$ cat config.mk
export PLATFORM = sky130hd
export DESIGN_NAME = serial_flash_cmd_front_end_read
export DESIGN_NICKNAME = d
export VERILOG_FILES = /design/src/verilog/stream_fifo.v /design/src/verilog/serial_flash_cmd_front_end_read.v
export VERILOG_INCLUDE_DIRS = /design/src /design/src/verilog
export SDC_FILE = /design/constraint.sdc
export NUM_CORES = 1
export LEC_CHECK = 0
export ABC_AREA = 0
export ABC_CLOCK_PERIOD_IN_PS = 2700
export BUFFER_PORTS_ARGS = -buffer_cell sky130_fd_sc_hd__clkbuf_2
export CORE_MARGIN = 2
export CORE_UTILIZATION = 45
export CTS_BUF_LIST = sky130_fd_sc_hd__clkbuf_4 sky130_fd_sc_hd__clkbuf_8 sky130_fd_sc_hd__clkbuf_16
export CTS_CLUSTER_DIAMETER = 100
export DETAILED_ROUTE_END_ITERATION = 6
export PLACE_DENSITY_LB_ADDON = 0.15
export RECOVER_POWER = 50
export SETUP_SLACK_MARGIN = 0.2
export SYNTH_ARGS = -nofsm -noshare
export SYNTH_HDL_FRONTEND = slang
export SYNTH_HIERARCHICAL = 1
export SYNTH_SLANG_ARGS = --single-unit
$ cat constraint.sdc
create_clock -name clk -period 2.7 [get_ports clk]
set_input_delay 0.405 -clock clk [delete_from_list [all_inputs] [get_ports clk]]
set_output_delay 0.405 -clock clk [all_outputs]
set_load 0.02 [all_outputs]
$ cat src/verilog/flash_front_end_regs.vh
// Purpose: Constants of the serial flash command front end.
// Assumes: Included by the command front end module by bare name.
// Notes:   Definitions only.
`ifndef FLASH_FRONT_END_REGS_VH
`define FLASH_FRONT_END_REGS_VH
// ==========================================================================
// Opcodes
`define OP_READ_LEGACY     8'hE8
`define OP_READ_FAST       8'h1B
`define OP_QUAD_ENABLE     8'h3D
`define OP_READ_DUAL       8'h3B
`define OP_READ_QUAD       8'h6B
`define OP_WRITE_DUAL      8'h24
`define OP_WRITE_QUAD      8'h44
// ==========================================================================
// Framing counts
`define OPCODE_BITS        8
`define ADDR_BITS          24
`define DUMMY_LEGACY_BYTES 4
`define DUMMY_FAST_BYTES   2
`define DUMMY_WIDE_BYTES   1
// ==========================================================================
// Address layout
`define PAGE_BITS          12
`define OFS_BITS_STD       10
`define OFS_BITS_BIN       9
`define PAGE_LAST_STD      10'h20F
`define PAGE_LAST_BIN      10'h1FF
`define PAGE_LAST_ROW      12'hFFF
`endif

$ cat src/verilog/stream_fifo.v
// Purpose: Small synchronous FIFO with valid and ready on both sides.
// Assumes: One clock; depth is a power of two.
// Notes:   Full and empty come from an occupancy count.
`timescale 1ns/1ps
`default_nettype none
module stream_fifo #(
  parameter WIDTH = 8,
  parameter DEPTH = 8,
  parameter AW    = 3
) (
  input  wire             clk,       // system clock
  input  wire             resetn,    // async reset, active low
  input  wire             flush,     // drop all contents
  input  wire             in_valid,  // write request
  output wire             in_ready,  // space available
  input  wire [WIDTH-1:0] in_data,   // write data
  output wire             out_valid, // data available
  input  wire             out_ready, // read accept
  output wire [WIDTH-1:0] out_data   // head word
);
  reg [WIDTH-1:0] mem [0:DEPTH-1];
  reg [AW-1:0]    wp_r;
  reg [AW-1:0]    rp_r;
  reg [AW:0]      cnt_r;
  wire            wr_en;
  wire            rd_en;
  assign in_ready  = (cnt_r != DEPTH[AW:0]);
  assign out_valid = (cnt_r != {(AW+1){1'b0}});
  assign out_data  = mem[rp_r];
  assign wr_en     = in_valid & in_ready & ~flush;
  assign rd_en     = out_valid & out_ready & ~flush;
  always @(posedge clk) begin
    if (wr_en) begin
      mem[wp_r] <= in_data;
    end
  end
  always @(posedge clk or negedge resetn) begin
    if (!resetn) begin
      wp_r  <= {AW{1'b0}};
      rp_r  <= {AW{1'b0}};
      cnt_r <= {(AW+1){1'b0}};
    end else if (flush) begin
      wp_r  <= {AW{1'b0}};
      rp_r  <= {AW{1'b0}};
      cnt_r <= {(AW+1){1'b0}};
    end else begin
      if (wr_en) begin
        wp_r <= wp_r + 1'b1;
      end
      if (rd_en) begin
        rp_r <= rp_r + 1'b1;
      end
      if (wr_en & ~rd_en) begin
        cnt_r <= cnt_r + 1'b1;
      end else if (rd_en & ~wr_en) begin
        cnt_r <= cnt_r - 1'b1;
      end
    end
  end
endmodule // stream_fifo
`default_nettype wire

$ cat src/verilog/serial_flash_cmd_front_end_read.v
// Purpose: Serial command front end with continuous array reads and wide data lines.
// Assumes: clk far faster than the link clock; link pins sampled by two flip-flops.
// Notes:   Array bytes arrive from a memory port through an 8-word FIFO.
// What this block does
// - Chip select falling starts a command; 8-bit opcode then address on serial in.
// - Opcode, address and data move most significant bit first.
// - Three address bytes carry don't-care bits and real bits by page size.
// - Standard pages: 10-bit buffer index, 12 row bits plus 10 offset bits.
// - Binary pages: 9-bit buffer index, 21 flat bits, 12 page plus 9 byte.
// - Dual-input buffer write turns serial out into a second input.
// - Dual-output read drives serial in as line 0, serial out as line 1.
// - Quad transfers use reset, write protect, serial out, serial in as lines 3..0.
// - Quad use only after the quad enable command set the flag.
// - Legacy read: E8h, three address bytes, four dummy bytes, then data out.
// - Address counter advances by itself while clocks keep coming.
// - Page end continues at next page start with no gap.
// - Array end wraps to first page with no gap.
// - Chip select rising ends the read and floats serial out.
// - Array reads leave both buffers untouched.
// - Fast read: 1Bh, three address bytes, two dummy bytes, then data.
// - Output data changes on the falling link clock edge.
//
// ==========================================================================
// Timing overview
// The link pins pass two flip-flops, so every link clock edge acts about
// three system clocks after it appears on the pin. The host therefore must
// keep each link clock half period at least four system clocks long.
// Read data is prefetched into the FIFO while the dummy bits shift in.
// This hides the array's access time, so the first output group is ready
// at the first falling link clock edge after the last dummy bit.
// Only one array fetch is in flight at a time. The address registers move
// on the acknowledge, and the next request waits one cycle for them, so
// every request carries a fresh address and the FIFO can never overflow.
// The FIFO stays flushed while chip select is high, so a late acknowledge
// from a cut frame is dropped and never reaches the next frame's output.
// Buffer writes count bits per group of lines and raise one strobe a byte.
// The buffer index then steps by one, whatever the link clock does next.
// Limitation: no opcode besides those listed in the constants is decoded;
// any other opcode still takes three address bytes, then leaves the block idle until chip select rises again.
// ==========================================================================
`timescale 1ns/1ps
`default_nettype none
`include "flash_front_end_regs.vh"
module serial_flash_cmd_front_end_read #(
  parameter FIFO_DEPTH = 8,
  parameter FIFO_AW    = 3
) (
  input  wire        clk,           // 40 MHz system clock
  input  wire        resetn,        // async reset, active low
  input  wire        sck,           // link clock pin
  input  wire        cs_n,          // chip select pin, active low
  input  wire [3:0]  dq_in,         // quad_data_lines input levels
  output reg  [3:0]  dq_out,        // quad_data_lines drive values
  output reg  [3:0]  dq_oe,         // quad_data_lines enables, high drives
  input  wire        page_binary,   // 1 selects 512-byte pages
  output reg         mem_req,       // array fetch request
  output reg  [21:0] mem_addr,      // array byte address, page then offset
  input  wire        mem_ack,       // array byte valid this cycle
  input  wire [7:0]  mem_data,      // array byte
  output reg         buf_we,        // buffer byte write strobe
  output reg         buf_sel,       // buffer chosen by opcode
  output reg  [9:0]  buf_addr,      // buffer_byte_index
  output reg  [7:0]  buf_data,      // buffer write byte
  output reg         quad_enable_flag // quad lines permitted
);
  // ========================================================================
  // Link pin synchronisers
  reg [1:0] sck_s_r;
  reg [1:0] cs_s_r;
  reg [3:0] dq_s1_r;
  reg [3:0] dq_s2_r;
  reg       sck_d_r;
  reg       cs_d_r;
  always @(posedge clk or negedge resetn) begin
    if (!resetn) begin
      sck_s_r <= 2'h0;
      cs_s_r  <= 2'h3;
      dq_s1_r <= 4'h0;
      dq_s2_r <= 4'h0;
      sck_d_r <= 1'b0;
      cs_d_r  <= 1'b1;
    end else begin
      sck_s_r <= {sck_s_r[0], sck};
      cs_s_r  <= {cs_s_r[0], cs_n};
      dq_s1_r <= dq_in;
      dq_s2_r <= dq_s1_r;
      sck_d_r <= sck_s_r[1];
      cs_d_r  <= cs_s_r[1];
    end
  end
  wire cs_lo   = ~cs_s_r[1];
  wire cs_rise = cs_s_r[1] & ~cs_d_r;
  wire sck_up  = cs_lo & sck_s_r[1] & ~sck_d_r;
  wire sck_dn  = cs_lo & ~sck_s_r[1] & sck_d_r;
  // ========================================================================
  // Command sequencer
  localparam ST_OPC  = 3'h0;
  localparam ST_ADDR = 3'h1;
  localparam ST_DUMY = 3'h2;
  localparam ST_READ = 3'h3;
  localparam ST_WRIT = 3'h4;
  localparam ST_IDLE = 3'h5;
  reg [2:0]  state_r;
  reg [7:0]  opc_r;
  reg [23:0] sh_r;
  reg [5:0]  cnt_r;
  reg [1:0]  width_r;
  reg [7:0]  out_r;
  reg [3:0]  outbits_r;
  reg        primed_r;
  reg        pend_r;
  reg [11:0] row_r;
  reg [9:0]  ofs_r;
  // Bits per link clock for an opcode: 0 single, 1 dual, 2 quad.
  function [1:0] lane_code;
    input [7:0] op;
    input       qe;
    begin
      case (op)
        `OP_READ_DUAL, `OP_WRITE_DUAL: lane_code = 2'h1;
        `OP_READ_QUAD, `OP_WRITE_QUAD: lane_code = qe ? 2'h2 : 2'h0;
        default:                       lane_code = 2'h0;
      endcase
    end
  endfunction
  function [5:0] dummy_bits;
    input [7:0] op;
    begin
      case (op)
        `OP_READ_LEGACY: dummy_bits = 6'd32;
        `OP_READ_FAST:   dummy_bits = 6'd16;
        default:         dummy_bits = 6'd8;
      endcase
    end
  endfunction
  wire        is_read  = (opc_r == `OP_READ_LEGACY) | (opc_r == `OP_READ_FAST) |
                         (opc_r == `OP_READ_DUAL) | (opc_r == `OP_READ_QUAD);
  wire        is_write = (opc_r == `OP_WRITE_DUAL) | (opc_r == `OP_WRITE_QUAD);
  wire [7:0]  opc_nxt  = {sh_r[6:0], dq_s2_r[0]};
  wire [23:0] addr_nxt = {sh_r[22:0], dq_s2_r[0]};
  // Don't-care leading bits fall away in the slicing below.
  wire [11:0] row_dec  = page_binary ? addr_nxt[20:9] : addr_nxt[21:10];
  wire [9:0]  ofs_dec  = page_binary ? {1'b0, addr_nxt[8:0]} : addr_nxt[9:0];
  wire [9:0]  ofs_last = page_binary ? `PAGE_LAST_BIN : `PAGE_LAST_STD;
  wire [2:0]  lanes    = (width_r == 2'h2) ? 3'd4 : (width_r == 2'h1) ? 3'd2 : 3'd1;
  // ========================================================================
  // Read data prefetch FIFO
  wire       ff_in_ready;
  wire       ff_valid;
  wire [7:0] ff_data;
  wire       ff_take = (state_r == ST_READ) & ff_valid & (outbits_r == 4'h0) & ~primed_r;
  stream_fifo #(.WIDTH(8), .DEPTH(FIFO_DEPTH), .AW(FIFO_AW)) u_fifo (
    .clk       (clk),
    .resetn    (resetn),
    .flush     (~cs_lo),
    .in_valid  (mem_ack),
    .in_ready  (ff_in_ready),
    .in_data   (mem_data),
    .out_valid (ff_valid),
    .out_ready (ff_take),
    .out_data  (ff_data)
  );
  always @(posedge clk or negedge resetn) begin
    if (!resetn) begin
      state_r          <= ST_IDLE;
      opc_r            <= 8'h00;
      sh_r             <= 24'h000000;
      cnt_r            <= 6'h00;
      width_r          <= 2'h0;
      out_r            <= 8'h00;
      outbits_r        <= 4'h0;
      primed_r         <= 1'b0;
      pend_r           <= 1'b0;
      row_r            <= 12'h000;
      ofs_r            <= 10'h000;
      dq_out           <= 4'h0;
      dq_oe            <= 4'h0;
      mem_req          <= 1'b0;
      mem_addr         <= 22'h000000;
      buf_we           <= 1'b0;
      buf_sel          <= 1'b0;
      buf_addr         <= 10'h000;
      buf_data         <= 8'h00;
      quad_enable_flag <= 1'b0;
    end else begin
      buf_we <= 1'b0;
      // The index steps once per stored byte, in the cycle after the strobe.
      if (buf_we) begin
        buf_addr <= buf_addr + 1'b1;
      end
      if (cs_rise | ~cs_lo) begin
        state_r   <= ST_OPC;
        cnt_r     <= 6'h00;
        dq_oe     <= 4'h0;
        mem_req   <= 1'b0;
        outbits_r <= 4'h0;
        primed_r  <= 1'b0;
        pend_r    <= 1'b0;
      end else begin
        // Fetches run ahead only while the FIFO has room; the sink stalls them.
        // A new request waits until the address has moved past the last answer.
        mem_req <= (state_r == ST_DUMY || state_r == ST_READ) & ff_in_ready & ~mem_req &
                   ~pend_r & ~mem_ack;
        if (mem_req) begin
          pend_r <= 1'b1;
        end else if (mem_ack) begin
          pend_r <= 1'b0;
        end
        if (mem_ack & ff_in_ready) begin
          if (ofs_r == ofs_last) begin
            ofs_r <= 10'h000;
            row_r <= (row_r == `PAGE_LAST_ROW) ? 12'h000 : row_r + 1'b1;
          end else begin
            ofs_r <= ofs_r + 1'b1;
          end
        end
        mem_addr <= page_binary ? {1'b0, row_r, ofs_r[8:0]} : {row_r, ofs_r};
        case (state_r)
          ST_OPC: if (sck_up) begin
            sh_r  <= {16'h0000, opc_nxt};
            cnt_r <= cnt_r + 1'b1;
            if (cnt_r == `OPCODE_BITS - 1) begin
              opc_r   <= opc_nxt;
              width_r <= lane_code(opc_nxt, quad_enable_flag);
              cnt_r   <= 6'h00;
              if (opc_nxt == `OP_QUAD_ENABLE) begin
                quad_enable_flag <= 1'b1;
                state_r <= ST_IDLE;
              end else begin
                state_r <= ST_ADDR;
              end
            end
          end
          ST_ADDR: if (sck_up) begin
            sh_r  <= addr_nxt;
            cnt_r <= cnt_r + 1'b1;
            if (cnt_r == `ADDR_BITS - 1) begin
              cnt_r    <= 6'h00;
              row_r    <= row_dec;
              ofs_r    <= ofs_dec;
              buf_addr <= page_binary ? {1'b0, addr_nxt[8:0]} : addr_nxt[9:0];
              buf_sel  <= opc_r[0];
              state_r  <= is_write ? ST_WRIT : is_read ? ST_DUMY : ST_IDLE;
            end
          end
          ST_DUMY: if (sck_up) begin
            cnt_r <= cnt_r + 1'b1;
            if (cnt_r == dummy_bits(opc_r) - 1'b1) begin
              state_r <= ST_READ;
            end
          end
          ST_READ: begin
            // Array reads never touch buf_we, leaving the buffers intact.
            if (ff_take) begin
              out_r     <= ff_data;
              outbits_r <= 4'h8;
              primed_r  <= 1'b1;
            end
            if (sck_dn && outbits_r != 4'h0) begin
              dq_oe <= (width_r == 2'h2) ? 4'hF :
                       (width_r == 2'h1) ? 4'h3 : 4'h2;
              case (width_r)
                2'h2:    dq_out <= out_r[7:4];
                2'h1:    dq_out <= {2'b00, out_r[7:6]};
                default: dq_out <= {2'b00, out_r[7], 1'b0};
              endcase
              out_r     <= out_r << lanes;
              outbits_r <= outbits_r - {1'b0, lanes};
              primed_r  <= 1'b0;
            end
          end
          ST_WRIT: if (sck_up) begin
            dq_oe <= 4'h0;
            sh_r  <= (width_r == 2'h2) ? {sh_r[19:0], dq_s2_r} :
                     (width_r == 2'h1) ? {sh_r[21:0], dq_s2_r[1:0]} :
                                         {sh_r[22:0], dq_s2_r[0]};
            cnt_r <= cnt_r + {3'b000, lanes};
            if (cnt_r + {3'b000, lanes} == 6'd8) begin
              cnt_r    <= 6'h00;
              buf_we   <= 1'b1;
              buf_data <= (width_r == 2'h2) ? {sh_r[3:0], dq_s2_r} :
                          (width_r == 2'h1) ? {sh_r[5:0], dq_s2_r[1:0]} :
                                              {sh_r[6:0], dq_s2_r[0]};
            end
          end
          default: state_r <= ST_IDLE;
        endcase
      end
    end
  end
endmodule // serial_flash_cmd_front_end_read
`default_nettype wire

# Yosys cells after proc, flatten, opt, wreduce, memory -nomap -nowiden
# Memory sizes are Yosys's and may differ from the RTL's.
# Cells that the tools add are included.
totals:
  memories: 1
  inputBits: 18
  register_bits: 152
  wordCells: 232
  ramBits: 64
memory_table:
  columns: ["name", "depth", "word_bits", "rd", "rd_ports_with_merged_regs", "wr", "line", "rtl"]
  rows:
  - ["u_fifo.mem", 8, 8, 1, 0, 1, "stream_fifo.v:21", "reg [WIDTH-1:0] mem [0:DEPTH-1];"]
classes:
  n_mux: 90
  bitwise_logic: 34
  n_reduce_logical: 30
  shifts: 1
  add_sub_neg: 11
  n_eq_ne: 36
op_table:
  columns: ["cell", "n"]
  rows:
  - ["10-bit two-way mux", 12]
  - ["21-bit two-way mux", 5]
  - ["12-bit two-way mux", 7]
  - ["6-bit two-way mux", 11]
  - ["21-bit case mux with 3 select lines", 1]
  - ["3-bit two-way mux", 15]
  - ["4-bit two-way mux", 11]
  - ["8-bit by 6-bit equality test with 1-bit output (second input constant)", 5]
  - ["8-bit by 7-bit equality test with 1-bit output (second input constant)", 4]
  - ["8-bit two-way mux", 4]
  - ["6-bit case mux with 4 select lines", 1]
  - ["22-bit two-way mux", 1]
  - ["10-bit by 1-bit adder with 10-bit output (second input constant)", 2]
  - ["1-bit bitwise AND", 18]
  - ["3-bit != test (second input constant)", 6]
  - ["4-bit case mux with 2 select lines", 2]
  - ["1-bit two-way mux", 15]
  - ["5-bit AND reduction", 3]
  - ["3-bit nonzero test", 5]
  - ["12-bit by 1-bit adder with 12-bit output (second input constant)", 1]
  - ["12-bit equality test (second input constant)", 1]
  - ["3-bit case mux with 4 select lines", 1]
  - ["6-bit case mux with 2 select lines", 1]
  - ["4-bit AND reduction", 3]
  - ["40 further kinds", 67]

# Longest topological paths before layout
# Gate-level depths: netlist of run 1.
depth:
  word_depth: 12
  ltp_mapped: 12
  depth_no_buf: 11

# Modules after synthesis
# The synthesis of run 1 kept the hierarchy.
modules_own_cells:
  columns: ["mod", "cells_per_inst", "area_each_um2", "instances"]
  rows:
  - ["serial_flash_cmd_front_end_read", 883, 7990.2, 1]
  - ["stream_fifo", 174, 3136.8, 1]

# Worst setup path before layout of run 1
# Ideal clock, no wire load.
synth_path:
  path_type: "reg-to-reg"
  from: "register outbits_r[2]"
  to: "register u_fifo.cnt_r[3]"
  setup_slack_ns: -0.070
  setup_time_ns: 0.133
  synth_period_minus_slack_ns: 2.770
  stages_incl_launch_ff: 11
  t_arrival_ns: 2.637
  path_cell_list: "dfrtp_1 -> or4_4 -> or4b_4 -> clkinv_4 -> o41ai_2 -> nand2_1 -> ha_1 -> a21o_1 -> a21o_1 -> a311oi_1 -> o31ai_1"
synth_via:
  elab_chain_cells: 9
synth_lines:
  columns: ["element", "line", "rtl"]
  rows:
  - ["from (decl)", "serial_flash_cmd_front_end_read.v:109", "reg [3:0] outbits_r;"]
  - ["from (signal assigned)", "serial_flash_cmd_front_end_read.v:268", "outbits_r <= outbits_r - {1'b0, lanes};"]
  - ["4-bit logical NOT (*)", "serial_flash_cmd_front_end_read.v:151", "wire ff_take = (state_r == ST_READ) & ff_valid & (outbits_r == 4'h0) & ~primed_r;"]
  - ["1-bit bitwise AND (*) (2 in series)", "serial_flash_cmd_front_end_read.v:151", null]
  - ["via ff_take", "serial_flash_cmd_front_end_read.v:151", null]
  - ["1-bit bitwise AND (*) (2 in series)", "stream_fifo.v:31", "assign rd_en = out_valid & out_ready & ~flush;"]
  - ["1-bit NOT", "stream_fifo.v:53", "if (wr_en & ~rd_en) begin"]
  - ["1-bit bitwise AND", "stream_fifo.v:53", null]
  - ["4-bit two-way mux", "stream_fifo.v:53", null]
  - ["4-bit two-way mux", "stream_fifo.v:42", "end else if (flush) begin"]
  - ["to (signal assigned)", "stream_fifo.v:41", "cnt_r <= {(AW+1){1'b0}};"]
  - ["to (signal assigned)", "stream_fifo.v:45", "cnt_r <= {(AW+1){1'b0}};"]
  - ["to (signal assigned)", "stream_fifo.v:54", "cnt_r <= cnt_r + 1'b1;"]
  - ["to (decl)", "stream_fifo.v:24", "reg [AW:0] cnt_r;"]
# Mark *: on every way through the listed nets, which the timed path passes. The rest lies on a longest branch.
# A chain may end at the register's enable or synchronous reset.

# Final worst setup path of run 1
layout_path:
  from: "register outbits_r[0]"
  to: "register u_fifo.cnt_r[2]"
# Same word-level chain as after synthesis.

==> flow_summary.toml, run 1 <==
[synthesis]
number_of_storage_elements_in_the_synthesis_netlist = 214
number_of_nets_produced_by_synthesis = 1092
simple_gate_area_share_of_the_yosys_netlist = 0.148
synth_area_mm2 = 0.0111
synth-edff-count = 64
synth.distinct_cells = 85
synth_flop_cell = "sky130_fd_sc_hd__dfrtp_1"
synth_warnings = 6
synth-adder-area-share = 0.0207
average_footprint_of_a_synthesized_cell_um2 = 10.5
synth_sequential_area_ratio = 0.511
area_fraction_in_compound_gates_after_synthesis = 0.149
async_reset_ff_frac = 0.701
largest_family_of_logic_cells_by_synthesized_area = "compound AO/OA/AOI/OAI gates"
yosys.area_share.xor_xnor = 0.0213
post_synth_mux_area_share = 0.114
synthesis.instances = 1057

[layout]
antenna-diode-count = 0
layout-drive-gt1-share = 0.237
area.sequential_mm2 = 0.00568
areaGrowthSynthToFinish_pct = 20.4
filler_cell_count = 2134
post_layout_nonfiller_instances = 1509
final_standard_cell_area_without_fillers_mm2 = 0.0134
multiInputGateArea_mm2 = 0.00536
final_nets = 1203

[clock_tree]
ctsRootBufferMaster = "sky130_fd_sc_hd__clkbuf_16"
cts_sinks = 214
cts.reportedPaths.clkPinSlew_ps = 60
worst_skew_pair_later_pin_latency_ps = 530
ctsLongestPathBuffers = 3
cts_tree = "built"
h-tree-depth = 1
cts_inserted_buffers = 24

[routing]
detail_route_antenna_nets = 0
wl_mm = 26.6
drt_iter0_markers = 592
vias_per_cell = 5.65
wire_per_inst_um = 17.6
num_vias = 8522
drc_errors = 0
drtPass1Iterations = 5

[pwr]
power_density_mw_per_mm2 = 608
p_leak_nw = 5.39
vdd.ir_drop.worst_mv = 0.536
totalPowerFinal_mw = 8.14

[status]
failing_checks = "max-capacitance violations, max-slew violations, negative setup slack"
outcome = "complete, but fails checks"

[setup_path]
end_kind = "register"
path_class = "reg -> reg"
critical_path_peak_fanout = 3
cp.arrival_ps = 3230
r2r_slack_ps = -110
cp-start-kind = "register"
worst-endpoint-required_ps = 3120

[timing]
finalWorstSetupSlack_ps = -110
timing.final.setup_violations = 3
normalized_max_slew_margin = -0.0773
min_period_over_period = 1.04
fmax_mhz = 356
worstMarginPinSlew_ps = 1620
tns_setup_ps = -204
hold_ws_ps = 217
final_max_slew_viol_count = 62
final_period_minus_worst_setup_slack_ps = 2810
clock_skew_ps = 21.0
final-hold-violation-count = 0
rsz_0062_raised_after_global_routing = "yes"

[place]
port_buffers = 69
place_hpwl_mm = 17.6
placedInstanceArea_mm2 = 0.0121
placed_cells_incl_taps = 1435
gp_congestion = 0.931

[floorplan]
core-area_mm2 = 0.0243
dieArea_mm2 = 0.0260
design.portCount = 70
die_y_um = 161
initial_core_utilization = 0.458
die_w_um = 161
placement_rows = 57

[global_route]
grt_first_pass_wirelength_mm = 42.7
grt_antenna_before_repair = 0
largest_net_degree_at_the_start_of_global_routing = 70
all_layer_gr_usage = 0.201
global_route.overflow_total = 0
via_count_of_the_first_global_routing_pass = 8182

[hold_path]
timing.hold.worst.class = "in -> reg"

[flow_run]
cap_violations = 1
-- placed cells by master, fill, tap and decap left out, types with 10 or more instances in the layout --
cell type	n
sky130_fd_sc_hd__mux4_2	16
sky130_fd_sc_hd__clkbuf_2	50
sky130_fd_sc_hd__buf_4	70
sky130_fd_sc_hd__clkbuf_16	24
sky130_fd_sc_hd__nand2b_1	14
sky130_fd_sc_hd__clkbuf_1	19
sky130_fd_sc_hd__and3_1	19
sky130_fd_sc_hd__inv_1	19
sky130_fd_sc_hd__nor3_1	17
sky130_fd_sc_hd__nand3_1	24
sky130_fd_sc_hd__nor2_1	60
sky130_fd_sc_hd__mux2i_1	53
sky130_fd_sc_hd__a31oi_1	10
sky130_fd_sc_hd__o21ai_0	108
sky130_fd_sc_hd__a21oi_1	40
sky130_fd_sc_hd__mux2_2	28
sky130_fd_sc_hd__nand2_1	137
sky130_fd_sc_hd__ha_1	11
sky130_fd_sc_hd__a22oi_1	19
sky130_fd_sc_hd__dfrtp_1	144
sky130_fd_sc_hd__xor2_1	13
sky130_fd_sc_hd__edfxtp_1	64
-- final cells by class --
cell class / instances / area share
multi-input combinational: 750 / 0.400
timing repair buffer: 155 / 0.0777
clock buffer: 33 / 0.0527
tap: 324 / 0.0303
clock inverter: 10 / 0.00794
inverter: 23 / 0.00700
sequential: 214 / 0.424
-- power breakdown --
part	leakage (nW)	switching [mW]	internal, mW	total [mW]
combinational	2.45	0.600	0.441	1.04
sequential	2.54	0.246	3.57	3.81
clock	0.399	1.35	1.94	3.29
total	5.39	2.19	5.95	8.14
-- stage by stage --
step | util | worst slack, ps
2_1_floorplan | - | -46.0
3_3_place_gp | 0.497 | -47.4
3_5_place_dp | 0.497 | -115
4_1_cts | 0.538 | -15.6
5_1_grt | 0.551 | -179
6_report | 0.551 | -110
-- synthesized netlist by cell type, types with 3 or more instances --
cell                       instances  area [um2]
sky130_fd_sc_hd__dfstp_2           4         105
sky130_fd_sc_hd__o311ai_0          5        43.8
sky130_fd_sc_hd__o211ai_1          5        37.5
sky130_fd_sc_hd__o31ai_1           9        67.6
sky130_fd_sc_hd__o21ai_0         109         546
sky130_fd_sc_hd__nand3b_1          9        67.6
sky130_fd_sc_hd__nand4_1           6        37.5
sky130_fd_sc_hd__a22o_1            3        26.3
sky130_fd_sc_hd__ha_1             16         200
sky130_fd_sc_hd__a31oi_1          11        68.8
sky130_fd_sc_hd__mux4_2           16         360
sky130_fd_sc_hd__a211oi_1          5        37.5
sky130_fd_sc_hd__or3_1             5        31.3
sky130_fd_sc_hd__nand3_1          24         120
sky130_fd_sc_hd__edfxtp_1         64        1920
sky130_fd_sc_hd__buf_1             8        30.0
sky130_fd_sc_hd__buf_2            10        50.1
sky130_fd_sc_hd__inv_1            22        82.6
sky130_fd_sc_hd__nor3b_1           4        30.0
sky130_fd_sc_hd__nor2_1           60         225
sky130_fd_sc_hd__nand2b_1         14        87.6
sky130_fd_sc_hd__o21a_1            6        45.0
sky130_fd_sc_hd__xnor2_1          12         105
sky130_fd_sc_hd__o22a_1            4        35.0
sky130_fd_sc_hd__xor2_1           15         131
sky130_fd_sc_hd__mux2_2           34         383
sky130_fd_sc_hd__nor2b_1           6        37.5
sky130_fd_sc_hd__o221ai_1          3        26.3
sky130_fd_sc_hd__clkbuf_1         51         191
sky130_fd_sc_hd__and3_1           20         125
sky130_fd_sc_hd__mux2i_1          53         531
sky130_fd_sc_hd__a22oi_1          19         143
sky130_fd_sc_hd__a21oi_1          43         215
sky130_fd_sc_hd__and2_1            3        18.8
sky130_fd_sc_hd__dfrtp_1         146        3650
sky130_fd_sc_hd__o22ai_1           4        25.0
sky130_fd_sc_hd__nor4_1           10        62.6
sky130_fd_sc_hd__nor3_1           19        95.1
sky130_fd_sc_hd__nand2_1         139         522
sky130_fd_sc_hd__a21o_1            4        30.0
sky130_fd_sc_hd__o21ai_1           4        20.0
-- registers in the layout, indices dropped and copies added, names as in the netlist, 4 cells and up --
name	count
opc_r	8
buf_data	8
ofs_r	10
out_r	8
dq_out	4
mem_addr	22
dq_s1_r	4
dq_s2_r	4
cnt_r	6
row_r	12
sh_r	21
u_fifo/mem	64
buf_addr	10
outbits_r	4
u_fifo/cnt_r	4
-- kinds of logic after synthesis --
| group | count (synthesis) |
|---|---|
| XOR/XNOR | 27 |
| flip-flops | 214 |
| AND/OR/NAND/NOR | 338 |
| multiplexers | 103 |
| buffers and inverters | 95 |
| adder cells (fa/ha/maj) | 18 |
| AO/OA/AOI/OAI | 262 |
-- path summary, 6_finish.rpt --
check	startpoint	end	depth (start not counted)
min in group asynchronous	resetn	mem_addr[18]	2
max in group asynchronous	resetn	opc_r[4]	3
worst max register to register	outbits_r[0]	u_fifo/cnt_r[2]	12
worst min-delay path	mem_data[3]	u_fifo/mem[0][3]	1
worst min register to register	dq_s1_r[2]	dq_s2_r[2]	0
worst max-delay path	outbits_r[0]	u_fifo/cnt_r[2]	12
-- worst max-delay path, stage by stage (launching register included) --
cell	delay, ps
sky130_fd_sc_hd__dfrtp_1	400
sky130_fd_sc_hd__or4_4	540
sky130_fd_sc_hd__or4b_4	530
sky130_fd_sc_hd__clkinv_4	80
sky130_fd_sc_hd__o41ai_4	60
sky130_fd_sc_hd__nand2_1	100
sky130_fd_sc_hd__buf_4	120
sky130_fd_sc_hd__buf_6	100
sky130_fd_sc_hd__inv_4	40
sky130_fd_sc_hd__fa_2	390
sky130_fd_sc_hd__xnor2_2	140
sky130_fd_sc_hd__mux2i_1	130
sky130_fd_sc_hd__nor2_1	60
-- per-layer routing --
metal  vias to the layer above  share of wire  track usage  wire, um
met3                        49          0.047       0.0270      1260
met1                      4123           0.44        0.274     11700
li1                       4118              -            -         -
met4                         0          0.024       0.0641       646
met5                         -              0            0         0
met2                       232           0.49        0.336     12900
-- timing repair --
action	in CTS	in global routing
pin swaps	3	21
gates cloned	1	1
setup buffers	4	18
setup endpoints to repair	10	23
hold buffers	7	0
resized for setup	12	39
endpoints found under the hold margin	61	0
(Power assumes the default switching activity.)
==> inputs of run 2 (changes only) <==
--- a/config.mk
+++ b/config.mk
@@ -14,6 +14,7 @@
 export CTS_BUF_LIST = sky130_fd_sc_hd__clkbuf_4 sky130_fd_sc_hd__clkbuf_8 sky130_fd_sc_hd__clkbuf_16
 export CTS_CLUSTER_DIAMETER = 100
 export DETAILED_ROUTE_END_ITERATION = 6
+export MAX_ROUTING_LAYER = met4
 export PLACE_DENSITY_LB_ADDON = 0.15
 export RECOVER_POWER = 50
 export SETUP_SLACK_MARGIN = 0.2
==> flow_summary.toml, run 2 (synthesized netlist as in run 1, its figures left out) <==
[status]
outcome = "complete, but fails checks"
failing_checks = "max-capacitance violations, max-slew violations, negative setup slack"

[routing]
vias_per_cell = 5.63
wire_per_inst_um = 17.6
num_vias = 8495
wl_mm = 26.5
drc_errors = 0
drt_iter0_markers = 630
drtPass1Iterations = 5
detail_route_antenna_nets = 0

[layout]
areaGrowthSynthToFinish_pct = 20.4
final_nets = 1203
antenna-diode-count = 0
final_standard_cell_area_without_fillers_mm2 = 0.0134
register_bank_with_the_most_flops = "u_fifo/mem"
top_flop_regs = "u_fifo/mem (64), mem_addr (22), sh_r (21)"
final_core_utilization = 0.551
layout_common_cells = "144 x sky130_fd_sc_hd__dfrtp_1, 137 x sky130_fd_sc_hd__nand2_1, 108 x sky130_fd_sc_hd__o21ai_0, 69 x sky130_fd_sc_hd__buf_4, 64 x sky130_fd_sc_hd__edfxtp_1"
largest_reg_flops = 64
final_common_cell = "sky130_fd_sc_hd__dfrtp_1"
layout-drive-gt1-share = 0.237

[setup_path]
cp.arrival_ps = 3230
cp-start-kind = "register"
worstPathBufferInverterCount = 4
critical_path_peak_fanout = 3
path_class = "reg -> reg"
timing.critical_path.slowest_cell_delay_ps = 540
slowest_stage = "sky130_fd_sc_hd__or4_4"
critical_path.top_delay_family = "simple AND/OR/NAND/NOR gates"
critical_path.cell_chain = "or4_4 -> or4b_4 -> clkinv_4 -> o41ai_4 -> nand2_1 -> buf_4 -> buf_6 -> inv_4 -> fa_2 -> xnor2_2 -> mux2i_1 -> nor2_1"
worst-endpoint-required_ps = 3120
end_kind = "register"

[place]
placedInstanceArea_mm2 = 0.0121
gp_congestion = 0.948
place_hpwl_mm = 17.6
port_buffers = 69

[floorplan]
die_w_um = 161
initial_core_utilization = 0.458
dieArea_mm2 = 0.0260
core-area_mm2 = 0.0243
die_y_um = 161
design.portCount = 70
placement_rows = 57

[timing]
final_period_minus_worst_setup_slack_ps = 2810
final_max_slew_viol_count = 62
rsz_0062_raised_after_global_routing = "yes"
min_period_over_period = 1.04
worstMarginPinSlew_ps = 1610
timing.final.setup_violations = 3
fmax_mhz = 356
normalized_max_slew_margin = -0.0756
finalWorstSetupSlack_ps = -110
clock_skew_ps = 18.6
final-hold-violation-count = 0

[pwr]
p_leak_nw = 5.39
power_density_mw_per_mm2 = 607
vdd.ir_drop.worst_mv = 0.536

[clock_tree]
cts.reportedPaths.clkPinSlew_ps = 60
h-tree-depth = 1
ctsRootBufferMaster = "sky130_fd_sc_hd__clkbuf_16"
worst_skew_pair_later_pin_latency_ps = 530
cts_sinks = 214
cts_inserted_buffers = 24
ctsLongestPathBuffers = 3
cts_tree = "built"

[global_route]
grt_antenna_before_repair = 0
all_layer_gr_usage = 0.207
largest_net_degree_at_the_start_of_global_routing = 70
global_route.overflow_total = 0
grt_first_pass_wirelength_mm = 42.7
via_count_of_the_first_global_routing_pass = 8180

[flow_run]
cap_violations = 1

[hold_path]
timing.hold.worst.class = "in -> reg"
run 2: timing repair:
item	4_1_cts	5_1_grt
cloned	1	1
setup buffers	4	18
resized for setup	12	40
pin swaps	3	21
hold buffers	7	0
hold endpoints to repair	61	0
endpoints found under the setup margin	10	23
run 2: per-layer routing:
layer	GRT usage	up-vias	share of wire
li1	-	4125	-
met1	0.274	4095	0.44
met2	0.336	220	0.49
met3	0.0270	55	0.044
met4	0.0641	0	0.027
met5	-	-	0
run 2: final cells by class:
cell class / count / area (um2)
clock buffer: 33 / 706
inverter: 23 / 93.8
timing repair buffer: 155 / 1040
multi-input combinational: 750 / 5360
sequential: 214 / 5680
fill: 2133 / 10900
clock inverter: 10 / 106
tap: 324 / 405
run 2: path summary, 6_finish.rpt:
path                                   start               end  slack, ps  depth (start not counted)
min in group asynchronous             resetn      mem_addr[18]        840                          2
worst max-delay path            outbits_r[0]   u_fifo/cnt_r[2]       -110                         12
worst min register to register    dq_s1_r[2]        dq_s2_r[2]        350                          0
worst max register to register  outbits_r[0]   u_fifo/cnt_r[2]       -110                         12
worst min-delay path             mem_data[3]  u_fifo/mem[0][3]        220                          1
max in group asynchronous             resetn       buf_data[2]        360                          3
run 2: power breakdown:
part           internal (mW)  switching (mW)
registers               3.57           0.246
clock network           1.94            1.34
logic                  0.441           0.599
run 2: metrics by stage:
step / setup TNS (ps) / worst slack, ps / std cells / power, mW / hold WS, ps
2_1_floorplan: -46.0 / -46.0 / 1057 / 4.46 / 109
3_3_place_gp: -47.4 / -47.4 / 1435 / 4.84 / 331
3_5_place_dp: -115 / -115 / 1435 / 4.86 / 335
4_1_cts: -15.6 / -15.6 / 1490 / 8.21 / 127
5_1_grt: -7240 / -179 / 1509 / 8.51 / 237
6_report: -199 / -110 / 1509 / 8.14 / 221
